--- config.mk ---
export PLATFORM = sky130hd
export DESIGN_NAME = wakdet_top
export DESIGN_NICKNAME = d
export VERILOG_FILES = /design/src/verilog/wakdet_pkg.sv /design/src/verilog/wakdet_top.sv
export SDC_FILE = /design/constraint.sdc
export NUM_CORES = 1
export LEC_CHECK = 0
export ABC_AREA = 1
export ABC_CLOCK_PERIOD_IN_PS = 3000
export BUFFER_PORTS_ARGS = -buffer_cell sky130_fd_sc_hd__buf_4
export CAP_MARGIN = 40
export CELL_PAD_IN_SITES_DETAIL_PLACEMENT = 1
export CELL_PAD_IN_SITES_GLOBAL_PLACEMENT = 2
export CORE_AREA = 2 2 145 147
export DETAILED_ROUTE_END_ITERATION = 8
export DIE_AREA = 0 0 147 149
export HOLD_SLACK_MARGIN = 0.12
export PLACE_DENSITY = 0.68
export RECOVER_POWER = 100
export SYNTH_ARGS = -nofsm -noshare
export SYNTH_HDL_FRONTEND = slang
export SYNTH_SLANG_ARGS = --single-unit
--- constraint.sdc ---
create_clock -name clk_in -period 3 [get_ports clk_in]
set_input_delay 0.6 -clock clk_in [delete_from_list [all_inputs] [get_ports clk_in]]
set_output_delay 0.6 -clock clk_in [all_outputs]
set_load 0.02 [all_outputs]
--- src/verilog/wakdet_pkg.sv ---
// Constants for the wake input detector
package wakdet_pkg;
   localparam int NUM_WAKE = 3;
   localparam int NUM_ALT = 2;
   localparam logic [3:0] ADDR_ENABLE = 4'h0;
   localparam logic [3:0] ADDR_FILTER = 4'h1;
   localparam logic [3:0] ADDR_PULL = 4'h2;
   localparam logic [3:0] ADDR_SOURCE = 4'h3;
   localparam logic [3:0] ADDR_ALT_STAT = 4'h4;
   localparam logic [3:0] ADDR_LEVEL = 4'h5;
   localparam logic [3:0] ADDR_MASK = 4'h6;
   localparam logic [3:0] ADDR_ALT_CFG = 4'h7;
   localparam logic [7:0] UNMAPPED_READ = 8'h00;
   localparam logic [2:0] ENABLE_RESET = 3'h0;
   localparam logic [5:0] FILTER_RESET = 6'h00;
   localparam logic [5:0] PULL_RESET = 6'h00;
   localparam logic [4:0] MASK_RESET = 5'h00;
   localparam logic [1:0] ALT_CFG_RESET = 2'h0;
   localparam logic [1:0] FLT_STATIC_16 = 2'h0;
   localparam logic [1:0] FLT_STATIC_64 = 2'h1;
   localparam logic [1:0] FLT_CYCLIC_A = 2'h2;
   localparam logic [1:0] FLT_CYCLIC_B = 2'h3;
   localparam logic [1:0] PULL_NONE = 2'h0;
   localparam logic [1:0] PULL_DOWN = 2'h1;
   localparam logic [1:0] PULL_UP = 2'h2;
   localparam logic [1:0] PULL_AUTO = 2'h3;
   localparam int CLK_MHZ = 250;
   localparam int FILTER_SHORT_US = 16;
   localparam int FILTER_LONG_US = 64;
   localparam int FILT_SHORT_CYC = FILTER_SHORT_US * CLK_MHZ;
   localparam int FILT_LONG_CYC = FILTER_LONG_US * CLK_MHZ;
   localparam int FILT_CNT_W = 14;
   typedef enum logic [1:0] {
      MODE_ACTIVE, MODE_HALTED, MODE_SLEEP, MODE_FAILSAFE
   } wakdet_mode_type;
endpackage : wakdet_pkg

--- src/verilog/wakdet_top.sv ---
// Wake input detector: sync, deglitch, edge events, status and irq
//
// Overview of operation
// - Three wake inputs, each a thresholded digital level from a comparator.
// - Enabled input gives an event on both rising and falling filtered edges.
// - Event raises interrupt in active/halted mode, wake-up in sleep/failsafe.
// - Static sensing evaluates the detection path continuously.
// - Cyclic sensing detects only during the assigned timer on-window.
// - Cyclic sensing uses either cyclic timer A or cyclic timer B.
// - Static filter time selectable as 16 us or 64 us per input.
// - Filter starts on level change; event only if level stays stable.
// - Per-input software enable bit decides whether events can wake.
// - Per-input wake source flag records which input caused a wake.
// - Pin levels readable in active and halted modes.
// - Level reported even for inputs with wake enable cleared.
// - In cyclic sensing level register holds last on-window sample.
// - Alternate pins as wake inputs: static 16 us, own status register.
// - Each of the three wake inputs has software-selected pull-up and pull-down sources; alternate pins have none.
// - Filter field: 00 static16, 01 static64, 10 cyclic A, 11 cyclic B.
// - Pull field: 00 none, 01 down, 10 up, 11 automatic by level.
`timescale 1ns/1ns
`default_nettype none
module wakdet_top (
   // Clock and reset
   input wire logic clk_in,
   input wire logic resetn_in,
   // Comparator outputs of wake pins and alternate-function pins
   input wire logic [2:0] wake_pin_in,
   input wire logic [1:0] alt_function_pins_in,
   // Cyclic timer on-windows
   input wire logic cyclic_timer_a_in,
   input wire logic cyclic_timer_b_in,
   // Operating mode of the device
   input wire logic [1:0] mode_in,
   // Register port
   input wire logic [3:0] reg_addr_in,
   input wire logic [7:0] reg_wdata_in,
   input wire logic reg_wr_in,
   input wire logic reg_rd_in,
   output logic [7:0] reg_rdata_out,
   // Pull current source controls
   output logic [2:0] pull_up_en_out,
   output logic [2:0] pull_down_en_out,
   // Event outputs
   output logic irq_out,
   output logic wake_req_out
);

   logic [2:0] wake_enable_control_reg;
   logic [5:0] filter_select_field_reg;
   logic [5:0] pull_select_field_reg;
   logic [4:0] mask_reg;
   logic [1:0] alt_cfg_reg;
   logic [2:0] wake_source_status_reg;
   logic [1:0] alt_pin_wake_status_reg;
   logic [2:0] pin_level_status_reg;
   logic [7:0] reg_rdata_reg;
   logic wake_req_reg;
   logic [4:0] sync1_reg;
   logic [4:0] sync2_reg;
   logic [4:0] stable_reg;
   logic [4:0] event_pulse;
   logic [4:0] sense_active;
   logic [4:0] enable_vec;
   wakdet_pkg::wakdet_mode_type mode;
   logic run_mode;
   logic rd_source;
   logic rd_alt;

   assign mode = wakdet_pkg::wakdet_mode_type'(mode_in);
   // Active and halted modes report by interrupt, others by wake
   assign run_mode = (mode == wakdet_pkg::MODE_ACTIVE) ||
                     (mode == wakdet_pkg::MODE_HALTED);
   assign rd_source = reg_rd_in && (reg_addr_in == wakdet_pkg::ADDR_SOURCE);
   assign rd_alt = reg_rd_in && (reg_addr_in == wakdet_pkg::ADDR_ALT_STAT);
   assign enable_vec = {alt_cfg_reg, wake_enable_control_reg};

   // Two-stage synchroniser for all five comparator outputs
   always_ff @(posedge clk_in or negedge resetn_in) begin
      if (!resetn_in) begin
         sync1_reg <= 5'h00;
         sync2_reg <= 5'h00;
      end else begin
         sync1_reg <= {alt_function_pins_in, wake_pin_in};
         sync2_reg <= sync1_reg;
      end
   end

   // Per-input deglitch filter and edge detector
   genvar gi;
   generate
      for (gi = 0; gi < 5; gi = gi + 1) begin : g_chan
         logic [wakdet_pkg::FILT_CNT_W-1:0] cnt_reg;
         logic [wakdet_pkg::FILT_CNT_W-1:0] limit;
         logic [1:0] flt;
         logic timing_reg;
         if (gi < 3) begin : g_main
            assign flt = filter_select_field_reg[2*gi +: 2];
         end else begin : g_alt
            // Alternate pins are fixed to static 16 us
            assign flt = wakdet_pkg::FLT_STATIC_16;
         end
         assign limit = (flt == wakdet_pkg::FLT_STATIC_64) ?
            wakdet_pkg::FILT_CNT_W'(wakdet_pkg::FILT_LONG_CYC - 1) :
            wakdet_pkg::FILT_CNT_W'(wakdet_pkg::FILT_SHORT_CYC - 1);
         // Cyclic modes only look during the chosen timer on-window
         always_comb begin
            case (flt)
               wakdet_pkg::FLT_CYCLIC_A: sense_active[gi] = cyclic_timer_a_in;
               wakdet_pkg::FLT_CYCLIC_B: sense_active[gi] = cyclic_timer_b_in;
               default: sense_active[gi] = 1'b1;
            endcase
         end
         always_ff @(posedge clk_in or negedge resetn_in) begin
            if (!resetn_in) begin
               cnt_reg <= '0;
               timing_reg <= 1'b0;
               stable_reg[gi] <= 1'b0;
            end else if (!sense_active[gi]) begin
               // Window closed: abandon a half-timed change
               cnt_reg <= '0;
               timing_reg <= 1'b0;
            end else if (sync2_reg[gi] == stable_reg[gi]) begin
               // Level crossed back before expiry: glitch dropped
               cnt_reg <= '0;
               timing_reg <= 1'b0;
            end else if (cnt_reg == limit) begin
               cnt_reg <= '0;
               timing_reg <= 1'b0;
               stable_reg[gi] <= sync2_reg[gi];
            end else begin
               cnt_reg <= cnt_reg + 1'b1;
               timing_reg <= 1'b1;
            end
         end
         // Either direction of an accepted change is an event
         assign event_pulse[gi] = sense_active[gi] && enable_vec[gi] &&
            (sync2_reg[gi] != stable_reg[gi]) &&
            (cnt_reg == limit);
      end
   endgenerate

   // Pull source steering, automatic follows the filtered level
   generate
      for (gi = 0; gi < 3; gi = gi + 1) begin : g_pull
         logic [1:0] psel;
         assign psel = pull_select_field_reg[2*gi +: 2];
         always_ff @(posedge clk_in or negedge resetn_in) begin
            if (!resetn_in) begin
               pull_up_en_out[gi] <= 1'b0;
               pull_down_en_out[gi] <= 1'b0;
            end else begin
               pull_up_en_out[gi] <= (psel == wakdet_pkg::PULL_UP) ||
                  ((psel == wakdet_pkg::PULL_AUTO) && stable_reg[gi]);
               pull_down_en_out[gi] <= (psel == wakdet_pkg::PULL_DOWN) ||
                  ((psel == wakdet_pkg::PULL_AUTO) && !stable_reg[gi]);
            end
         end
      end
   endgenerate

   // Configuration registers
   always_ff @(posedge clk_in or negedge resetn_in) begin
      if (!resetn_in) begin
         wake_enable_control_reg <= wakdet_pkg::ENABLE_RESET;
         filter_select_field_reg <= wakdet_pkg::FILTER_RESET;
         pull_select_field_reg <= wakdet_pkg::PULL_RESET;
         mask_reg <= wakdet_pkg::MASK_RESET;
         alt_cfg_reg <= wakdet_pkg::ALT_CFG_RESET;
      end else if (reg_wr_in) begin
         if (reg_addr_in == wakdet_pkg::ADDR_ENABLE) begin
            wake_enable_control_reg <= reg_wdata_in[2:0];
         end else if (reg_addr_in == wakdet_pkg::ADDR_FILTER) begin
            filter_select_field_reg <= reg_wdata_in[5:0];
         end else if (reg_addr_in == wakdet_pkg::ADDR_PULL) begin
            pull_select_field_reg <= reg_wdata_in[5:0];
         end else if (reg_addr_in == wakdet_pkg::ADDR_MASK) begin
            mask_reg <= reg_wdata_in[4:0];
         end else if (reg_addr_in == wakdet_pkg::ADDR_ALT_CFG) begin
            alt_cfg_reg <= reg_wdata_in[1:0];
         end
      end
   end

   // Sticky wake sources; a new event wins over the read clear
   always_ff @(posedge clk_in or negedge resetn_in) begin
      if (!resetn_in) begin
         wake_source_status_reg <= 3'h0;
         alt_pin_wake_status_reg <= 2'h0;
      end else begin
         wake_source_status_reg <= (rd_source ? 3'h0 : wake_source_status_reg)
            | event_pulse[2:0];
         alt_pin_wake_status_reg <= (rd_alt ? 2'h0 : alt_pin_wake_status_reg)
            | event_pulse[4:3];
      end
   end

   // Level status: live level in static, window sample in cyclic
   generate
      for (gi = 0; gi < 3; gi = gi + 1) begin : g_lvl
         always_ff @(posedge clk_in or negedge resetn_in) begin
            if (!resetn_in) begin
               pin_level_status_reg[gi] <= 1'b0;
            end else if (run_mode && sense_active[gi]) begin
               // Updated regardless of the wake enable bit
               pin_level_status_reg[gi] <= sync2_reg[gi];
            end
         end
      end
   endgenerate

   // Wake request holds until the device leaves the low-power mode
   always_ff @(posedge clk_in or negedge resetn_in) begin
      if (!resetn_in) begin
         wake_req_reg <= 1'b0;
      end else if (run_mode) begin
         wake_req_reg <= 1'b0;
      end else if (|event_pulse) begin
         wake_req_reg <= 1'b1;
      end
   end

   assign wake_req_out = wake_req_reg;
   assign irq_out = run_mode && |({alt_pin_wake_status_reg,
      wake_source_status_reg} & mask_reg);

   // Read data, one cycle after the strobe
   always_ff @(posedge clk_in or negedge resetn_in) begin
      if (!resetn_in) begin
         reg_rdata_reg <= wakdet_pkg::UNMAPPED_READ;
      end else if (reg_rd_in) begin
         if (reg_addr_in == wakdet_pkg::ADDR_ENABLE) begin
            reg_rdata_reg <= {5'h00, wake_enable_control_reg};
         end else if (reg_addr_in == wakdet_pkg::ADDR_FILTER) begin
            reg_rdata_reg <= {2'h0, filter_select_field_reg};
         end else if (reg_addr_in == wakdet_pkg::ADDR_PULL) begin
            reg_rdata_reg <= {2'h0, pull_select_field_reg};
         end else if (reg_addr_in == wakdet_pkg::ADDR_SOURCE) begin
            reg_rdata_reg <= {5'h00, wake_source_status_reg};
         end else if (reg_addr_in == wakdet_pkg::ADDR_ALT_STAT) begin
            reg_rdata_reg <= {6'h00, alt_pin_wake_status_reg};
         end else if (reg_addr_in == wakdet_pkg::ADDR_LEVEL) begin
            reg_rdata_reg <= {5'h00, pin_level_status_reg};
         end else if (reg_addr_in == wakdet_pkg::ADDR_MASK) begin
            reg_rdata_reg <= {3'h0, mask_reg};
         end else if (reg_addr_in == wakdet_pkg::ADDR_ALT_CFG) begin
            reg_rdata_reg <= {6'h00, alt_cfg_reg};
         end else begin
            reg_rdata_reg <= wakdet_pkg::UNMAPPED_READ;
         end
      end else begin
         reg_rdata_reg <= wakdet_pkg::UNMAPPED_READ;
      end
   end

   assign reg_rdata_out = reg_rdata_reg;

endmodule : wakdet_top
`default_nettype wire

## Word level (Yosys, flattened, before mapping)

Cells that the tools add are included.

- Add/sub/neg operators: 5
- Bitwise operators: 12
- Eq/ne operators: 41
- Reduce and logical (&&, ||, !) cells: 50
- Mux-type cells: 32

Operators with widths:

| operator | number |
|---|---|
| $mux 14 | 16 |
| $add 14x1->14 const B | 5 |
| $eq 14x14->1 | 3 |
| $eq 14x12->1 const B | 2 |
| $logic_and 1x1->1 | 25 |
| $eq 2x2->1 const B | 12 |
| $mux 5 | 4 |
| $mux 6 | 3 |
| $eq 4x3->1 const B | 4 |
| $eq 2x1->1 const B | 7 |
| $reduce_and 3->1 | 4 |
| $reduce_or 5->1 | 2 |
| $not 1->1 | 9 |
| $eq 4x2->1 const B | 2 |
| $mux 8 | 1 |
| $logic_or 1x1->1 | 7 |
| $pmux 1 s2 | 3 |
| $reduce_and 2->1 | 3 |
| $reduce_and 6->1 | 1 |
| $and 5x5->5 | 1 |
| $eq 1x1->1 | 5 |
| $ne 1x1->1 | 5 |
| $reduce_and 5->1 | 1 |
| $eq 4x1->1 const B | 1 |
| other kinds (10) | 14 |

- Input bits: 25
- Register bits: 130
- Output and inout bits: 16
- Logic and storage cells: 170

## Depth between registers and ports, before layout

Gate-level depths: netlist (run 1).

- Word-level depth: 10
- Depth in mapped cells: 11
- Depth with buffers taken out: 11

## Least setup slack after synthesis (run 1)

Ideal clock, no wire load.

- Kind: input to register
- Start point: in reg_addr_in[0]
- End point: reg filter_select_field_reg[1]
- Arrival: 1.399 ns
- Library setup time: 0.122 ns
- Path buffers: 2
- Data required time: 2.878 ns
- Setup slack: 1.478 ns
- Cell stages on the path: 7
- Cell sequence: buf_2 inv_1 nor2_2 nand2_1 buf_2 nand2_1 o21ai_1

- Word-level cells in the longest chain between the ends: 3
- Elaborated cells between the ends (all ways): 4
- Classes of those cells: 1 x eq/ne; 1 x bitwise; 2 x reduce/logical

Ends and longest elaborated chain:

| item | line | RTL |
|---|---|---|
| from (decl) | wakdet_top.sv:36 | `input wire logic [3:0] reg_addr_in,` |
| $logic_not 4->1 | wakdet_top.sv:171 | `if (reg_addr_in == wakdet_pkg::ADDR_ENABLE) begin` |
| $not 1->1 (no source line) | n/a |  |
| $reduce_and 3->1 (no source line) (*) | n/a |  |
| to (signal assigned) | wakdet_top.sv:166 | `filter_select_field_reg <= wakdet_pkg::FILTER_RESET;` |
| to (signal assigned) | wakdet_top.sv:174 | `filter_select_field_reg <= reg_wdata_in[5:0];` |
| to (decl) | wakdet_top.sv:50 | `logic [5:0] filter_select_field_reg;` |

Mark *: on every way between the ends. The rest lies on a longest branch, timed or not.
A chain may end at the register's enable or synchronous reset.

## Final worst setup path (run 1)

- Start point: reg alt_pin_wake_status_reg[0]
- End point: out irq_out

- Word-level cells in the longest chain between the ends: 3

Ends and longest elaborated chain:

| item | line | RTL |
|---|---|---|
| from (decl) | wakdet_top.sv:55 | `logic [1:0] alt_pin_wake_status_reg;` |
| from (signal assigned) | wakdet_top.sv:193 | `alt_pin_wake_status_reg <= (rd_alt ? 2'h0 : alt_pin_wake_status_reg)` |
| $and 5x5->5 | wakdet_top.sv:225 | `wake_source_status_reg} & mask_reg);` |
| $reduce_or 5->1 | wakdet_top.sv:224 | `assign irq_out = run_mode && \|({alt_pin_wake_status_reg,` |
| $logic_and 1x1->1 | wakdet_top.sv:224 |  |
| to (decl) | wakdet_top.sv:45 | `output logic irq_out,` |

No other way between the ends.

==> results of run 1 <==
## cells in the final DEF, fill, tap and decap left out, types with 2 or more instances in the layout
master,Yosys,layout
nand2_2,6,3
nand2_1,139,142
o21ai_0,33,49
ha_1,5,5
conb_1,1,2
mux2_2,2,2
clkbuf_16,0,17
o21bai_1,3,3
dfrtp_1,128,128
o211ai_1,3,3
inv_1,88,90
clkinv_1,2,2
xnor2_1,9,9
nor2_1,103,107
o21a_1,6,6
nand3b_1,2,2
nor2_4,3,3
o21ai_1,18,2
a211oi_1,3,4
nand4_1,8,8
and3_1,3,3
a21oi_1,39,39
clkbuf_8,0,3
bufinv_16,0,2
nor3_1,18,21
nor2_2,7,3
inv_2,5,3
nor3b_1,5,5
buf_4,2,15
clkinv_2,0,4
clkbuf_4,0,5
clkbuf_1,0,16
clkinvlp_4,0,3
a31oi_1,5,5
xor2_1,9,9
nand3_1,35,35
## cells in the mapped netlist, types with 2 or more instances
master / number
xnor2_1: 9
o211ai_1: 3
nand2_1: 139
mux2_2: 2
a31oi_1: 5
inv_1: 88
nor2_2: 7
nand2_2: 6
buf_2: 4
nand3_1: 35
dfrtp_1: 128
nand4_1: 8
a21oi_1: 39
o21a_1: 6
buf_4: 2
inv_2: 5
nor3b_1: 5
nand3b_1: 2
a211oi_1: 3
xor2_1: 9
nor2_4: 3
o21ai_1: 18
nor2_1: 103
clkinv_1: 2
o21bai_1: 3
and3_1: 3
ha_1: 5
o21ai_0: 33
nor3_2: 3
nor3_1: 18
## area by class of cell
type	count	area share
Multi-Input combinational cell	479	0.332
Tap cell	275	0.0488
Sequential cell	128	0.454
Inverter	95	0.0505
Timing Repair Buffer	37	0.0328
Clock buffer	21	0.0667
Clock inverter	10	0.0158
## critical path, cell delays in order (launching register included)
cell and delay [ns]:
dfrtp_1 0.41, nand2_1 0.08, nand3_1 0.06, a221oi_1 0.22, nor2_1 0.12, clkbuf_1 0.19
## stage by stage
step / setup WS, ns / instances
2_1_floorplan: 1.48 / 709
3_3_place_gp: 1.01 / 1014
3_5_place_dp: 0.951 / 1014
4_1_cts: 0.897 / 1045
5_1_grt: 0.758 / 1045
6_report: 0.896 / 1045
## cell families after synthesis
| family | Yosys count | share of synthesized area |
|---|---|---|
| AND/OR/NAND/NOR | 337 | 0.250 |
| other | 1 | 0.000626 |
| multiplexers | 2 | 0.00376 |
| AO/OA/AOI/OAI | 115 | 0.107 |
| adder cells (fa/ha/maj) | 5 | 0.0104 |
| XOR/XNOR | 18 | 0.0263 |
| flip-flops | 128 | 0.535 |
| buffers and inverters | 102 | 0.0673 |
## metal layers
metal / part of all wire / global-route usage
met4: 0.013 / 0.0476
met5: 0 / 0
met1: 0.49 / 0.200
met2: 0.47 / 0.254
met3: 0.020 / 0.0318
## final timing paths
kind / from / end / cells past startpoint / slack (ns)
setup / recovery: alt_pin_wake_status_reg[0] / irq_out / 5 / 0.90
hold / removal: wake_pin_in[1] / sync1_reg[1] / 1 / 0.31
setup reg to reg: g_chan[1].cnt_reg[0] / g_chan[1].cnt_reg[3] / 10 / 1.09
hold reg to reg: sync1_reg[2] / sync2_reg[2] / 0 / 0.35
max in group asynchronous: resetn_in / sync1_reg[2] / 2 / 1.44
min in group asynchronous: resetn_in / g_chan[4].cnt_reg[3] / 1 / 0.53
## where the power goes
part | total (mW) | switching (mW) | internal, mW | leakage [nW]
logic | 0.375 | 0.252 | 0.124 | 1.29
registers | 1.95 | 0.0984 | 1.85 | 1.71
clock network | 2.05 | 0.771 | 1.28 | 0.281
==> impl_metrics.json, run 1 <==
{
  "min_period_ns": 2.10,
  "post-dp-hpwl_mm": 11.5,
  "layout.nets": 788,
  "grt_start_max_net_pins": 56,
  "cellPowerDensity_nw_per_um2": 620,
  "design_area_um2": 7060,
  "wl_mm": 15.4,
  "p_total_mw": 4.37,
  "vdd_ir_drop_max_v": 0.000389,
  "numCtsBuffers": 17,
  "path_class": "reg2out",
  "globalRouteOverflowTotal": 0,
  "synthToLayoutAreaGrowth_pct": 17.9,
  "fill_cells": 2464,
  "port-buffer-count": 35,
  "cp_data_arrival_time_ns": 1.50,
  "num_vias": 4782,
  "yosys.area.top_type": "dfrtp_1",
  "crit_required_ns": 2.40,
  "worstMarginPinSlew_ns": 1.46,
  "setup_viol_count_final": 0,
  "postRouteAntennaNets": 0,
  "fin_crit_sh": 0.701,
  "yosysUniqueCellTypes": 42,
  "fmax_ghz": 0.475,
  "synth_edf_count": 0,
  "clk_latency_ns": 0.42,
  "largest_reg_flops": 70,
  "die_y_um": 149,
  "place_area_um2": 6580,
  "avgSynthCellArea_um2": 8.46,
  "grt_pass1_wl_mm": 26.5,
  "synth.cell_area_um2": 5990,
  "first_iter_violations": 163,
  "skew_ns": 0.00530,
  "grt_pass1_vias": 5272,
  "ff_latch_area_um2": 3200,
  "synth_top_flop_cell": "dfrtp_1",
  "fin_hold_ws_ns": 0.310,
  "async_flop_share": 1.00,
  "track_usage": 0.152,
  "post_drt_wl_per_cell_um": 14.7,
  "routed_via_density": 4.58,
  "multiInputGateArea_um2": 2340,
  "dr.pass1.iters": 5,
  "gp_congestion": 0.764,
  "fp-row-count": 53,
  "die_area_um2": 21900,
  "htreeDepth": 4,
  "p_leak_nw": 3.28,
  "drv_cap": 0,
  "hold_class": "in2reg",
  "cp-start-kind": "flop",
  "floorplan.initialDensity": 0.291,
  "core_um2": 20600,
  "hold_viol": 0,
  "diodes": 0,
  "finalMaxSlewViolations": 0,
  "cts_resized": 0,
  "crit_path_max_fanout": 3,
  "crit_path_end_kind": "primary output",
  "ys_ff_latch": 128,
  "postCtsSetupBuffers": 0,
  "yosysWarnings": 0,
  "clockBufferDepth": 2,
  "drive_gt1_frac": 0.0922,
  "cts_sinks": 128,
  "drcViolationCount": 0,
  "max_slew_margin": 0.0260,
  "postCtsHoldBufs": 0,
  "antenna_found_initial": 0,
  "path_clk_slew_ns": 0.06,
  "ys_seq_area_frac": 0.535,
  "cts_root_buffer": "clkbuf_16",
  "rsz0062_at_grt": "no",
  "status": "completed",
  "syn-instance-count": 708,
  "setup_tns_ns": 0,
  "utilization": 0.343,
  "synth_top_cell_area_share": 0.535,
  "synth_area_leaders": "dfrtp_1 (54%), nand2_1 (8.7%), nor2_1 (6.5%), inv_1 (5.5%), a21oi_1 (3.3%)",
  "cts_tree": "done",
  "die_width_um": 147,
  "pin_count": 41
}
Power figures use the tool's default switching activity.
==> run 2: changes to the inputs <==
- ABC_CLOCK_PERIOD_IN_PS: 3000 -> 2190
- clock period: 3 -> 2.19 ns (I/O delays scaled with it)
==> run 2 against run 1 <==
  * Power up 39%
  * Clock skew increased by 0.0055 ns
  * Design area increased by 1.1%
  * Die area unchanged
  * Non-clock buffer count increased by 10
  * Hold slack got worse by 0.040 ns
  * Wire length about the same
  * Combinational power is 39% higher
  * Cell count up 1.1%
  * Via count increased by 1.6%
  * Register-to-register slack got worse by 0.80 ns
  * Critical path type unchanged
  * Largest cell class unchanged
  * Highest routed layer unchanged
==> impl_metrics.json, run 2 (same netlist as run 1, synthesis figures left out) <==
{
  "cp-start-kind": "flop",
  "hold_viol": 0,
  "pin_count": 41,
  "post-dp-hpwl_mm": 11.5,
  "die_width_um": 147,
  "routed_via_density": 4.60,
  "path_clk_slew_ns": 0.06,
  "fmax_ghz": 0.501,
  "design_area_um2": 7140,
  "postRouteAntennaNets": 0,
  "max_slew_margin": 0.441,
  "final_common_cell": "nand2_1",
  "fin_ws_ns": 0.196,
  "wl_mm": 15.4,
  "synthToLayoutAreaGrowth_pct": 19.2,
  "slowest_delay_ns": 0.41,
  "first_iter_violations": 150,
  "floorplan.initialDensity": 0.291,
  "final_cell_mix": "nand2_1 (142), dfrtp_1 (128), nor2_1 (108), inv_1 (90), o21ai_0 (49)",
  "worstMarginPinSlew_ns": 0.839,
  "worstPathCellList": "nand2_1, nand3_1, a221oi_1, nor2_1, clkbuf_2",
  "diodes": 0,
  "grt_pass1_vias": 5270,
  "post_drt_wl_per_cell_um": 14.6,
  "numCtsBuffers": 17,
  "die_area_um2": 21900,
  "dr.pass1.iters": 4,
  "crit_required_ns": 1.75,
  "num_vias": 4858,
  "crit_path_end_kind": "primary output",
  "port-buffer-count": 35,
  "largest_reg_flops": 70,
  "postCtsSetupBuffers": 0,
  "grt_start_max_net_pins": 56,
  "cp_slowest_cell": "dfrtp_1",
  "p_total_mw": 6.07,
  "drive_gt1_frac": 0.0935,
  "fin_crit_sh": 0.911,
  "cts_sinks": 128,
  "setup_viol_count_final": 0,
  "drv_cap": 0,
  "p_leak_nw": 3.31,
  "hold_class": "in2reg",
  "status": "completed",
  "track_usage": 0.153,
  "drcViolationCount": 0,
  "grt_pass1_wl_mm": 26.5,
  "vdd_ir_drop_max_v": 0.000519,
  "cts_tree": "done",
  "min_period_ns": 1.99,
  "finalMaxSlewViolations": 0,
  "rsz0062_at_grt": "no",
  "cp_data_arrival_time_ns": 1.56,
  "cts_root_buffer": "clkbuf_16",
  "globalRouteOverflowTotal": 0,
  "fp-row-count": 53,
  "cellPowerDensity_nw_per_um2": 851,
  "htreeDepth": 4,
  "crit_path_max_fanout": 3,
  "gp_congestion": 0.776,
  "layout.nets": 798,
  "core_um2": 20600,
  "die_y_um": 149,
  "clockBufferDepth": 2,
  "path_class": "reg2out",
  "utilization": 0.347,
  "setup_tns_ns": 0,
  "skew_ns": 0.0108,
  "dp_slack_ns": 0.429,
  "clk_latency_ns": 0.42,
  "ff2ff_setup_slack_ns": 0.29,
  "place_area_um2": 6610,
  "antenna_found_initial": 0
}
[run 2: cell types whose count changed in the layout (fill, tap and decap cells not counted), sizes merged]
cell,previous run,this run
clkinvlp,3,4
dlygate4sd3,0,6
clkinv,7,3
buf,16,15
inv,93,101
clkbuf,42,43
[run 2: repair_timing]
action                    in CTS  in global routing
hold buffers                   6                  0
hold endpoints to repair      56                  0
gates resized for setup        0                  0
[run 2: critical path, delay by kind of cell, from the launching register on]
family                 cells  cell delay [ns]
AOI/OAI and AO/OA          1             0.25
buffers and inverters      1             0.18
DFF                        1             0.41
and+or+nand+nor            3             0.29
[run 2: final cells by class]
| class | count | area (um^2) |
|---|---|---|
| clock buffer | 17 | 425 |
| clock inverter | 15 | 171 |
| fill | 2440 | 13400 |
| inverter | 95 | 357 |
| multi-input combinational | 479 | 2340 |
| sequential | 128 | 3200 |
| tap | 275 | 344 |
| timing repair buffer | 47 | 297 |
[run 2: final timing paths]
check / end / startpoint / cells after the start
max: irq_out / alt_pin_wake_status_reg[0] / 5
min: alt_cfg_reg[0] / reg_wdata_in[0] / 3
max reg2reg: g_chan[1].cnt_reg[3] / g_chan[1].cnt_reg[0] / 10
min reg2reg: sync2_reg[1] / sync1_reg[1] / 0
max in group asynchronous: g_chan[0].cnt_reg[3] / resetn_in / 3
min in group asynchronous: g_chan[4].cnt_reg[0] / resetn_in / 2
[run 2: where the power goes]
group	switching, mW	leakage, nW	internal (mW)
registers	0.131	1.71	2.53
logic	0.345	1.32	0.175
clock network	1.18	0.280	1.71
total	1.66	3.31	4.42
[run 2: per-layer routing]
layer  vias to the layer above  wire (um)  global-route usage
li1                       2393          -                   -
met1                      2399       7460               0.197
met2                        54       7330               0.257
met3                        12        418              0.0382
met4                         0        163              0.0438
met5                         -          0                   0
[run 2: stage by stage]
stage,hold WS (ns),cells
after floorplan,0.142,709
after global placement,0.333,1018
after detailed placement,0.339,1018
after CTS,0.252,1056
after global routing,0.273,1056
final,0.269,1056
